**src/gpe_consts.vh**
```
// gpe_consts.vh: register indices, field positions, reset values and
// timing counts for the gpio port with event detection.
// assumes inclusion by the port module only.
`ifndef GPE_CONSTS_VH
`define GPE_CONSTS_VH

// configuration space indices
`define GPE_IDX_SEL 8'hF0
`define GPE_IDX_CFG1 8'hF1
`define GPE_IDX_ROUTE 8'hF2
`define GPE_IDX_CFG2 8'hF3
`define GPE_IDX_MODE 8'hF8

// runtime register offsets
`define GPE_OFS_DOUT 3'h0
`define GPE_OFS_DIN 3'h1
`define GPE_OFS_EVEN 3'h2
`define GPE_OFS_EVST 3'h3
`define GPE_OFS_DIO 3'h4

// pin_config_one fields
`define GPE_C1_OE 0
`define GPE_C1_OD 1
`define GPE_C1_PU 2
`define GPE_C1_LOCK 3
`define GPE_C1_ETYPE 4
`define GPE_C1_EPOL 5
`define GPE_C1_DBNC 6
// pin_config_two field
`define GPE_C2_VDDL 4
// event_routing field
`define GPE_RT_IRQ 0
// mode field
`define GPE_MD_SEP 0

// reset values
`define GPE_RST_CFG1 8'h40
`define GPE_RST_ROUTE 8'h01
`define GPE_RST_CFG2 8'h00
`define GPE_RST_MODE 8'h01
`define GPE_RST_DOUT 8'hFF

// debounce timing
`define GPE_DBNC_MS 16
`define GPE_CLK_KHZ 50000
`define GPE_DBNC_CYC (`GPE_DBNC_MS * `GPE_CLK_KHZ)

`endif

```
**src/gpe_port.v**
```verilog
// gpe_port.v: one 8-pin gpio port with per-pin configuration, lock,
// load protection, debounced event detection and an interrupt request.
// assumes a decoded config port and runtime port, both synchronous.
`timescale 1ns/1ps
`include "gpe_consts.vh"

module gpe_port #(
	parameter PINS = 8,
	parameter DBNC_CYC = `GPE_DBNC_CYC
)(
	// clock and reset
	input wire REF_CLK_IN,
	input wire SYS_RST_IN,
	// power and activation
	input wire MAIN_PWR_OK_IN,
	input wire MOD_ACTIVE_IN,
	// configuration port
	input wire CFG_WR_IN,
	input wire CFG_RD_IN,
	input wire [7:0] CFG_IDX_IN,
	input wire [7:0] CFG_WDATA_IN,
	output reg [7:0] CFG_RDATA_OUT,
	// runtime port
	input wire RT_WR_IN,
	input wire RT_RD_IN,
	input wire [2:0] RT_OFS_IN,
	input wire [7:0] RT_WDATA_IN,
	output reg [7:0] RT_RDATA_OUT,
	// pins
	input wire [PINS-1:0] PIN_IN,
	output reg [PINS-1:0] PIN_OUT,
	output reg [PINS-1:0] PIN_OE_OUT,
	output reg [PINS-1:0] PIN_PU_OUT,
	// interrupt request to the serializer
	output reg IRQ_OUT
);

	localparam CW = 24;

	reg [7:0] sel_q;
	reg [7:0] mode_q;
	reg [7:0] cfg1_q [0:PINS-1];
	reg [7:0] cfg2_q [0:PINS-1];
	reg [7:0] route_q [0:PINS-1];
	reg [PINS-1:0] dout_q;
	reg [PINS-1:0] even_q;
	reg [PINS-1:0] evst_q;
	reg [PINS-1:0] sync1_q;
	reg [PINS-1:0] sync2_q;
	reg [PINS-1:0] stab_q;
	reg [PINS-1:0] det_q;
	reg [PINS-1:0] det_prev_q;
	reg [PINS-1:0] pend_q;
	reg [CW-1:0] dcnt_q [0:PINS-1];
	reg pwr_prev_q;
	reg [PINS-1:0] vddl_v;
	reg [PINS-1:0] route_v;
	reg [PINS-1:0] evst_clr_v;
	reg [PINS-1:0] evst_drop_v;
	reg [PINS-1:0] evst_d;

	wire [2:0] sel = sel_q[2:0];
	wire sep_mode = mode_q[`GPE_MD_SEP];
	wire rt_open = MOD_ACTIVE_IN;
	wire ev_open = MOD_ACTIVE_IN && MAIN_PWR_OK_IN;
	wire pwr_fall = pwr_prev_q && !MAIN_PWR_OK_IN;
	wire cfg_wr = CFG_WR_IN;

	// runtime write strobes, gated by activation and, except the dio strobe, by mode
	wire wr_dout = RT_WR_IN && rt_open && sep_mode &&
		RT_OFS_IN == `GPE_OFS_DOUT;
	wire wr_dio = RT_WR_IN && rt_open && RT_OFS_IN == `GPE_OFS_DIO;
	wire wr_even = RT_WR_IN && ev_open && sep_mode &&
		RT_OFS_IN == `GPE_OFS_EVEN;
	wire wr_evst = RT_WR_IN && ev_open && sep_mode &&
		RT_OFS_IN == `GPE_OFS_EVST;

	reg [PINS-1:0] lock_v;
	reg [PINS-1:0] prot_v;
	reg [PINS-1:0] hit_v;
	integer k;
	always @*
	begin
		lock_v = {PINS{1'b0}};
		prot_v = {PINS{1'b0}};
		hit_v = {PINS{1'b0}};
		for (k = 0; k < PINS; k = k + 1)
		begin
			lock_v[k] = cfg1_q[k][`GPE_C1_LOCK];
			prot_v[k] = cfg2_q[k][`GPE_C2_VDDL] && !MAIN_PWR_OK_IN;
			if (cfg1_q[k][`GPE_C1_ETYPE])
				hit_v[k] = (det_q[k] == cfg1_q[k][`GPE_C1_EPOL]);
			else
				hit_v[k] = (det_q[k] != det_prev_q[k]) &&
					(det_q[k] == cfg1_q[k][`GPE_C1_EPOL]);
		end
	end

	genvar g;
	generate
		for (g = 0; g < PINS; g = g + 1)
		begin : pin_g
			wire in_live = sync2_q[g] && !prot_v[g];
			// pin configuration registers, selected by the pin index
			always @(posedge REF_CLK_IN)
			begin
				if (SYS_RST_IN)
				begin
					cfg1_q[g] <= `GPE_RST_CFG1;
					cfg2_q[g] <= `GPE_RST_CFG2;
					route_q[g] <= `GPE_RST_ROUTE;
				end
				else if (cfg_wr && sel == g)
				begin
					if (CFG_IDX_IN == `GPE_IDX_CFG1)
					begin
						if (lock_v[g])
							cfg1_q[g][7:4] <= CFG_WDATA_IN[7:4];
						else
							cfg1_q[g] <= CFG_WDATA_IN;
					end
					else if (CFG_IDX_IN == `GPE_IDX_CFG2)
					begin
						if (lock_v[g])
							cfg2_q[g] <= {CFG_WDATA_IN[7:5],
								cfg2_q[g][4], CFG_WDATA_IN[3:0]};
						else
							cfg2_q[g] <= CFG_WDATA_IN;
					end
					else if (CFG_IDX_IN == `GPE_IDX_ROUTE)
						route_q[g] <= CFG_WDATA_IN;
				end
			end
			// synchroniser, then debounce counter
			always @(posedge REF_CLK_IN)
			begin
				if (SYS_RST_IN)
				begin
					sync1_q[g] <= 1'b0;
					sync2_q[g] <= 1'b0;
					stab_q[g] <= 1'b0;
					dcnt_q[g] <= {CW{1'b0}};
				end
				else
				begin
					sync1_q[g] <= PIN_IN[g];
					sync2_q[g] <= sync1_q[g];
					if (!cfg1_q[g][`GPE_C1_DBNC])
					begin
						stab_q[g] <= in_live;
						dcnt_q[g] <= {CW{1'b0}};
					end
					else if (in_live == stab_q[g])
						dcnt_q[g] <= {CW{1'b0}};
					else if (dcnt_q[g] >= DBNC_CYC[CW-1:0] - 1'b1)
					begin
						stab_q[g] <= in_live;
						dcnt_q[g] <= {CW{1'b0}};
					end
					else
						dcnt_q[g] <= dcnt_q[g] + 1'b1;
				end
			end
		end
	endgenerate

	// pin select and port mode
	always @(posedge REF_CLK_IN)
	begin
		if (SYS_RST_IN)
		begin
			sel_q <= 8'h00;
			mode_q <= `GPE_RST_MODE;
		end
		else
		begin
			if (cfg_wr && CFG_IDX_IN == `GPE_IDX_SEL)
				sel_q <= CFG_WDATA_IN;
			if (cfg_wr && CFG_IDX_IN == `GPE_IDX_MODE)
				mode_q <= CFG_WDATA_IN;
		end
	end

	// data-out latch and event enables
	always @(posedge REF_CLK_IN)
	begin
		if (SYS_RST_IN)
		begin
			dout_q <= `GPE_RST_DOUT;
			even_q <= {PINS{1'b0}};
		end
		else
		begin
			if (wr_dout || wr_dio)
				dout_q <= (RT_WDATA_IN & ~lock_v) | (dout_q & lock_v);
			if (wr_even)
				even_q <= RT_WDATA_IN;
		end
	end

	// status clears, status next value and routing bits
	integer r;
	always @*
	begin
		vddl_v = {PINS{1'b0}};
		route_v = {PINS{1'b0}};
		for (r = 0; r < PINS; r = r + 1)
		begin
			vddl_v[r] = cfg2_q[r][`GPE_C2_VDDL];
			route_v[r] = route_q[r][`GPE_RT_IRQ];
		end
		evst_clr_v = {PINS{1'b0}};
		if (wr_evst)
			evst_clr_v = RT_WDATA_IN;
		evst_drop_v = {PINS{1'b0}};
		if (pwr_fall)
			evst_drop_v = vddl_v;
		// a hit wins over a clear in the same cycle, so levels re-set
		evst_d = (evst_q & ~evst_clr_v & ~evst_drop_v) | hit_v;
	end

	// detector history, sticky status and pending bits
	always @(posedge REF_CLK_IN)
	begin
		if (SYS_RST_IN)
		begin
			evst_q <= {PINS{1'b0}};
			det_q <= {PINS{1'b0}};
			det_prev_q <= {PINS{1'b0}};
			pend_q <= {PINS{1'b0}};
			pwr_prev_q <= 1'b0;
		end
		else
		begin
			pwr_prev_q <= MAIN_PWR_OK_IN;
			det_q <= stab_q;
			det_prev_q <= det_q;
			evst_q <= evst_d;
			pend_q <= evst_q & even_q;
		end
	end

	// pin drivers
	integer p;
	always @(posedge REF_CLK_IN)
	begin
		if (SYS_RST_IN)
		begin
			PIN_OUT <= {PINS{1'b0}};
			PIN_OE_OUT <= {PINS{1'b0}};
			PIN_PU_OUT <= {PINS{1'b0}};
		end
		else
		begin
			for (p = 0; p < PINS; p = p + 1)
			begin
				PIN_OUT[p] <= dout_q[p];
				PIN_OE_OUT[p] <= cfg1_q[p][`GPE_C1_OE] && !prot_v[p] &&
					(!cfg1_q[p][`GPE_C1_OD] || !dout_q[p]);
				PIN_PU_OUT[p] <= cfg1_q[p][`GPE_C1_PU] && !prot_v[p];
			end
		end
	end

	// interrupt request toward the serializer
	always @(posedge REF_CLK_IN)
	begin
		if (SYS_RST_IN)
			IRQ_OUT <= 1'b0;
		else
			IRQ_OUT <= ev_open && |(pend_q & route_v);
	end

	// configuration read data
	always @(posedge REF_CLK_IN)
	begin
		if (SYS_RST_IN)
			CFG_RDATA_OUT <= 8'h00;
		else
		begin
			if (CFG_RD_IN)
			begin
				if (CFG_IDX_IN == `GPE_IDX_SEL)
					CFG_RDATA_OUT <= sel_q;
				else if (CFG_IDX_IN == `GPE_IDX_CFG1)
					CFG_RDATA_OUT <= cfg1_q[sel];
				else if (CFG_IDX_IN == `GPE_IDX_ROUTE)
					CFG_RDATA_OUT <= route_q[sel];
				else if (CFG_IDX_IN == `GPE_IDX_CFG2)
					CFG_RDATA_OUT <= cfg2_q[sel];
				else if (CFG_IDX_IN == `GPE_IDX_MODE)
					CFG_RDATA_OUT <= mode_q;
				else
					CFG_RDATA_OUT <= 8'h00;
			end
		end
	end

	// runtime read data
	always @(posedge REF_CLK_IN)
	begin
		if (SYS_RST_IN)
			RT_RDATA_OUT <= 8'h00;
		else
		begin
			if (RT_RD_IN)
			begin
				// bit n is pin n throughout
				if (RT_OFS_IN == `GPE_OFS_DIO && rt_open)
					RT_RDATA_OUT <= sync2_q;
				else if (!sep_mode)
					RT_RDATA_OUT <= 8'h00;
				else if (RT_OFS_IN == `GPE_OFS_DOUT && rt_open)
					RT_RDATA_OUT <= dout_q;
				else if (RT_OFS_IN == `GPE_OFS_DIN && rt_open)
					RT_RDATA_OUT <= sync2_q;
				else if (RT_OFS_IN == `GPE_OFS_EVEN && ev_open)
					RT_RDATA_OUT <= even_q;
				else if (RT_OFS_IN == `GPE_OFS_EVST && ev_open)
					RT_RDATA_OUT <= evst_q;
				else
					RT_RDATA_OUT <= 8'h00;
			end
		end
	end

endmodule

```
**config.mk**
```make
export PLATFORM = sky130hd
export DESIGN_NAME = gpe_port
export DESIGN_NICKNAME = d
export VERILOG_FILES = /design/src/gpe_port.v
export VERILOG_INCLUDE_DIRS = /design/src
export SDC_FILE = /design/constraint.sdc
export NUM_CORES = 1
export LEC_CHECK = 0
export BUFFER_PORTS_ARGS = -buffer_cell sky130_fd_sc_hd__buf_2
export CORE_ASPECT_RATIO = 0.5
export CORE_MARGIN = 3
export CORE_UTILIZATION = 42
export DETAILED_ROUTE_END_ITERATION = 12
export PLACE_DENSITY = 0.6
export SYNTH_ARGS = -nofsm -noshare
export SYNTH_HDL_FRONTEND = slang
export SYNTH_SLANG_ARGS = --single-unit
```
**constraint.sdc**
```tcl
create_clock -name REF_CLK_IN -period 3.25 [get_ports REF_CLK_IN]
set_clock_uncertainty 0.2 [all_clocks]
set_input_delay 0.65 -clock REF_CLK_IN [delete_from_list [all_inputs] [get_ports REF_CLK_IN]]
set_output_delay 0.65 -clock REF_CLK_IN [all_outputs]
set_load 0.01 [all_outputs]
```
==> qor.csv, run 1 <==
stage;metric;value;unit
outcome;status;finished, final reports clean;
layout;# nets final;2459;
drt;DR pass1 iterations;6;
floorplan;Die X;345;um
global_route;largest net degree at the start of global routing;35;
critical_path;critical path required time;3500;ps
pwr;Pleak;10.1;nW
synth;Yosys cell types;63;
sta;unrepaired setup endpoints after global routing;no;
clock_network;Skew-Pair Late Insertion Delay;590;ps
sta;Final Hold Fails;0;
synth;Post-synth EDFFs;384;
layout;Final Instance Area;0.0281;sq mm
placed_design;DP HPWL;40200;um
placed_design;port buffer count;83;
floorplan;DIE AREA;0.0604;sq mm
global_route;first-pass GRT wire length;90500;um
synth;Syn Std Cell Area;0.0241;sq mm
synth;YS warnings;0;
job;max_cap viols;0;
floorplan;Rows;61;
clock_network;setup bufs post-CTS;0;
clock_network;CTS tree;yes;
sta;crit path time final;2770;ps
clock_network;CTS Buf Count;50;
global_route;initial antenna violation count;1;
global_route;Overall Global Routing Usage;0.192;
synth;FF+latch count, synth;517;
clock_network;post_cts resized;0;
sta;final setup vio count;0;
layout;Layout fillers;5032;
layout;synth-to-layout area growth;16.6;%
global_route;grt total ovfl;0;
floorplan;Ports;84;
global_route;vias in the first global route;15861;
clock_network;Max Root-Sink Buffers;3;
sta;Slew Limit Fails;0;
pwr;worst vdd ir;0.372;mV
sta;Max-slew headroom;0.176;
critical_path;highest net fanout along the worst path;14;
placed_design;Placer Congestion;0.890;
synth;largest cells by area after synthesis;edfxtp_1 48%, dfxtp_1 11%, and2_1 4.3%, nor2_1 3.5%, mux2i_1 3.4%;
synth;Avg Inst Size Synth;11.6;sq um
floorplan;Core ar.;0.0561;sq mm
synth;top_reg_cell synth;edfxtp_1;
drt;vias per std cell;5.11;
placed_design;Post-DP Area;0.0264;sq mm
floorplan;Die Y-Extent;175;um
synth;Post-Syn Instances;2083;
hold_path;HP Class;in -> reg;
drt;vias post-DR;16365;
synth;post-synthesis sequential area ratio;0.590;
layout;Register Area;0.0142;sq mm
clock_network;clock sinks;517;
synth;post-synth top area cell;edfxtp_1;
floorplan;Initial Util;0.429;
critical_path;Critical Path AT;3010;ps
sta;fin crit share;0.851;
pwr;PwrDens;500;mW/mm^2
clock_network;CTS Hold Buffers Added;0;
critical_path;nature of the critical path endpoint;register;
drt;Iter 0 DRT Violations;1258;
sta;Max Fclk;362;MHz
clock_network;H-Tree Depth;2;
layout;share of layout cells above drive strength 1;0.122;
layout;Antenna Cells;0;
clock_network;root buf cell;clkbuf_16;
synth;top-area cell type share of the netlist area;0.479;
critical_path;Critical Path Start Type;register;
critical_path;critical path class;reg -> reg;
drt;antenna-violating nets left;0;
hold_path;hold path start;PIN_IN[5];
drt;DRC violations left;0;
drt;drt total wl;57500;um
sta;Worst-Margin Slew;1230;ps
synth;Async SR Flop Fraction;0;
drt;WL/cell;17.9;um
sta;setup TNS;0;ps
clock_network;clk slew on worst S/H paths;70;ps
layout;area of the multi-input gates;0.0101;sq mm
cell families after synthesis:
| family | share of synthesized area |
|---|---|
| AOI/OAI and AO/OA | 0.0590 |
| xor gates and xnor gates | 0.0510 |
| adders and majority gates | 0.00416 |
| buffers and inverters | 0.0238 |
| DFF | 0.590 |
| muxes | 0.0617 |
| other | 0.000312 |
| and+or+nand+nor | 0.210 |
worst max-delay path, cell delays in order (launching register included):
cell and delay, ps:
dfxtp_1 810, nor2b_1 870, a221oi_1 200, a222oi_1 410, a211oi_1 130
cells in the final DEF, fill, tap and decap left out, types with 12 or more instances in the layout:
master / count
edfxtp_1: 384
nor2_1: 224
conb_1: 224
and2_1: 165
dfxtp_1: 132
nand2_1: 118
nor3_1: 84
mux2i_1: 82
buf_2: 82
and3_1: 78
nand3_1: 76
xnor2_1: 70
xor2_1: 70
buf_4: 69
clkbuf_16: 54
nor2b_1: 43
nand4_1: 37
a21oi_1: 37
o21ai_0: 33
inv_1: 32
nand2b_1: 32
mux4_2: 24
or3_1: 23
nor4_1: 22
a22oi_1: 22
o31ai_1: 16
o211ai_1: 14
a211oi_1: 12
a31oi_1: 12
clkinv_2: 12
power breakdown:
group	internal (mW)	leakage (nW)	switching, mW	total, mW
clock	3.43	0.853	2.60	6.03
combinational	0.197	4.27	0.369	0.566
sequential	7.29	4.98	0.154	7.44
total	10.9	10.1	3.12	14.0
cell type report:
cell class | instances | share of cell area
Clock buffer | 70 | 0.0539
Timing Repair Buffer | 153 | 0.0345
Sequential cell | 517 | 0.506
Multi-Input combinational cell | 1653 | 0.361
Inverter | 33 | 0.00441
Clock inverter | 23 | 0.00651
Tap cell | 756 | 0.0337
synthesized netlist by cell type (all sizes together) (6+ instances only):
library cell	number
mux4	24
nand2b	32
o21ai	33
xnor2	70
mux2	11
xor2	70
a211oi	12
nor2b	44
and2	165
buf	24
or4	7
nand3	76
nor2	234
and4	10
mux2i	82
edfxtp	384
nor4b	9
clkbuf	78
nor3	86
o31ai	16
a221oi	11
dfxtp	133
a21oi	37
o211ai	14
nor4	25
ha	8
a22o	6
nand4	37
nor3b	6
or3	24
a31oi	12
and3	78
a22oi	22
a221o	8
inv	33
nand2	118
flip-flops by register name, summed over array words and instances, names as in the netlist, 64 cells and up, named ones only:
name	flops
cfg1_q	64
cfg2_q	64
dcnt_q	192
route_q	64
metrics by stage:
stage / cells / setup WS, ps / hold WS (ps) / utilization / total power, mW
3_3_place_gp: 3112 / 410 / 225 / 0.470 / 8.14
4_1_cts: 3205 / 502 / 57.1 / 0.500 / 14.1
2_1_floorplan: 2305 / 298 / 214 / - / 7.88
6_report: 3205 / 485 / 91.5 / 0.500 / 14.0
3_5_place_dp: 3112 / 397 / 230 / 0.470 / 8.14
5_1_grt: 3205 / 350 / 69.1 / 0.500 / 14.5
final timing paths:
path | cells past startpoint | endpoint | slack, ps
max | 4 | CFG_RDATA_OUT[2] | 480
min | 2 | sync1_q[5] | 90
min reg2reg | 1 | sync2_q[0] | 240
max reg2reg | 4 | CFG_RDATA_OUT[2] | 480
metal layers:
layer | global-route usage | routed length [um] | up-vias
met5 | 0 | 20 | -
met4 | 0.0534 | 1450 | 2
met3 | 0.0388 | 3670 | 95
met2 | 0.300 | 26000 | 395
met1 | 0.273 | 26300 | 7849
li1 | - | - | 8024
Note: power is estimated with default switching activity, not from simulation.
==> run 2: changes to the inputs <==
==> constraint.sdc (replaced) <==
create_clock -name REF_CLK_IN -period 3.25 [get_ports REF_CLK_IN]
set_clock_uncertainty 0.2 [all_clocks]
set_input_delay 0.4875 -clock REF_CLK_IN [delete_from_list [all_inputs] [get_ports REF_CLK_IN]]
set_output_delay 0.4875 -clock REF_CLK_IN [all_outputs]
set_load 0.01 [all_outputs]
==> run 2 against run 1 <==
  * Die area unchanged
  * Via count up 0.64%
  * Largest power group unchanged
  * Global-route usage down 0.46 points
  * Sequential power about the same
  * Fmax up 1.6%
  * First-iteration DRC count up 3.6%
  * Wire length down 1.1%
  * Largest cell class unchanged
  * Critical path depth unchanged
  * Sequential cell count unchanged
  * Worst hold slack worse by 68 ps
  * Critical path type unchanged
  * Non-clock buffer count up 2
==> qor.csv, run 2 (synthesis gave the netlist of run 1 again) <==
stage;metric;value;unit;change
outcome;status;finished, final reports clean;;
layout;# nets final;2460;;+0.041%
critical_path;Critical Path AT;2910;ps;-100 ps
job;max_cap viols;0;;unchanged
pwr;PwrDens;490;mW/mm^2;-2.1%
layout;Largest Register;dcnt_q;;
global_route;grt total ovfl;0;;unchanged
clock_network;clk slew on worst S/H paths;60;ps;about the same
floorplan;Die Y-Extent;175;um;unchanged
layout;Layout fillers;5070;;+0.76%
drt;DRC violations left;0;;unchanged
sta;unrepaired setup endpoints after global routing;no;;
drt;vias per std cell;5.14;;+0.70%
placed_design;dpl cells;3099;;-0.42%
hold_path;HP Class;in -> reg;;
layout;Antenna Cells;0;;unchanged
layout;Non-Filler Instances;3203;;-0.062%
drt;drt total wl;56800;um;-1.1%
drt;WL/cell;17.7;um;-1.1%
global_route;vias in the first global route;15974;;+0.71%
critical_path;critical path required time;3440;ps;-60 ps
layout;most frequent cells in the layout;384 x edfxtp_1, 224 x nor2_1, 224 x conb_1;;
layout;share of layout cells above drive strength 1;0.113;;-0.00889
clock_network;clock sinks;517;;unchanged
sta;final setup vio count;0;;unchanged
floorplan;Initial Util;0.429;;unchanged
sta;crit path time final;2720;ps;-42.7 ps
sta;Final Hold Fails;0;;unchanged
critical_path;critical path class;reg -> reg;;
global_route;first-pass GRT wire length;89200;um;-1.4%
clock_network;CTS tree;yes;;
drt;Iter 0 DRT Violations;1303;;+3.6%
sta;Slew Limit Fails;0;;unchanged
layout;commonest non-fill, non-tap cell in the layout;edfxtp_1;;
pwr;worst vdd ir;0.322;mV;-13%
pwr;Pleak;10.0;nW;-0.75%
floorplan;Core ar.;0.0561;sq mm;unchanged
clock_network;root buf cell;clkbuf_16;;
drt;DR pass1 iterations;7;;+1
critical_path;Critical Path Start Type;register;;
critical_path;nature of the critical path endpoint;register;;
sta;setup TNS;0;ps;unchanged
sta;Max-slew headroom;0.198;;+0.0216
sta;Worst-Margin Slew;1200;ps;-32.3 ps
drt;vias post-DR;16470;;+0.64%
floorplan;Ports;84;;unchanged
drt;antenna-violating nets left;0;;unchanged
clock_network;Max Root-Sink Buffers;3;;unchanged
layout;max reg flops;192;;unchanged
placed_design;DP HPWL;39900;um;-0.75%
clock_network;H-Tree Depth;2;;unchanged
sta;Max Fclk;367;MHz;+1.6%
placed_design;port buffer count;83;;unchanged
placed_design;Placer Congestion;0.837;;-5.9%
sta;fin crit share;0.838;;-0.0131
sta;hold_ws;23.1;ps;-68.5 ps
floorplan;Die X;345;um;unchanged
floorplan;Rows;61;;unchanged
global_route;Overall Global Routing Usage;0.188;;-0.00462
clock_network;Skew-Pair Late Insertion Delay;560;ps;-30 ps
floorplan;DIE AREA;0.0604;sq mm;unchanged
layout;synth-to-layout area growth;16.3;%;
critical_path;highest net fanout along the worst path;20;;+6
global_route;initial antenna violation count;1;;unchanged
global_route;largest net degree at the start of global routing;39;;+11%
clock_network;CTS Buf Count;49;;-2.0%
-- run 2: where the power goes --
| group | internal [mW] | switching [mW] |
|---|---|---|
| Sequential | 7.29 | 0.154 |
| Combinational | 0.207 | 0.363 |
| Clock | 3.18 | 2.51 |
-- run 2: through the flow --
step | power [mW] | worst slack [ps] | utilization | area [sq um]
2_1_floorplan | 7.88 | 461 | - | 24900
3_3_place_gp | 8.12 | 538 | 0.468 | 26300
3_5_place_dp | 8.14 | 474 | 0.468 | 26300
4_1_cts | 13.8 | 492 | 0.499 | 28000
5_1_grt | 14.2 | 371 | 0.499 | 28000
6_report | 13.7 | 528 | 0.499 | 28000
-- run 2: layout make-up --
class	instances	area (sq um)	share of cell area
multi-input cells	1653	10100	0.362
inverters	33	124	0.00443
well taps	756	946	0.0338
clock buffers	67	1400	0.0500
clock inverters	22	163	0.00581
flip-flops and latches	517	14200	0.507
repair buffers	155	1010	0.0360
-- run 2: worst paths after layout --
check | slack [ps] | from | cells past startpoint | to
min reg2reg | 240 | sync1_q[1] | 1 | sync2_q[1]
max reg2reg | 530 | dcnt_q[0][46] | 4 | dcnt_q[0][41]
min | 20 | RT_WDATA_IN[4] | 3 | register
max | 530 | dcnt_q[0][46] | 4 | dcnt_q[0][41]
-- run 2: what timing repair did --
action / in CTS / in global routing
hold endpoints to repair: 16 / 0
hold buffers: 15 / 0
endpoints found under the setup margin: 0 / 0
setup buffers: 0 / 0
gates resized for setup: 0 / 0
-- run 2: worst max-delay path, stage by stage (launching register included) --
cell      delay (ps)
edfxtp_1         360
nor4_1           620
nand2_1          170
or4_1            880
nor3_1           310
-- run 2: per-layer routing --
layer / vias to the layer above / routed length [um] / share of wire / track usage
li1: 8028 / - / - / -
met1: 7987 / 26300 / 0.46 / 0.263
met2: 364 / 25800 / 0.45 / 0.297
met3: 89 / 3480 / 0.061 / 0.0391
met4: 2 / 1320 / 0.023 / 0.0500
met5: - / 9 / 0.00016 / 0
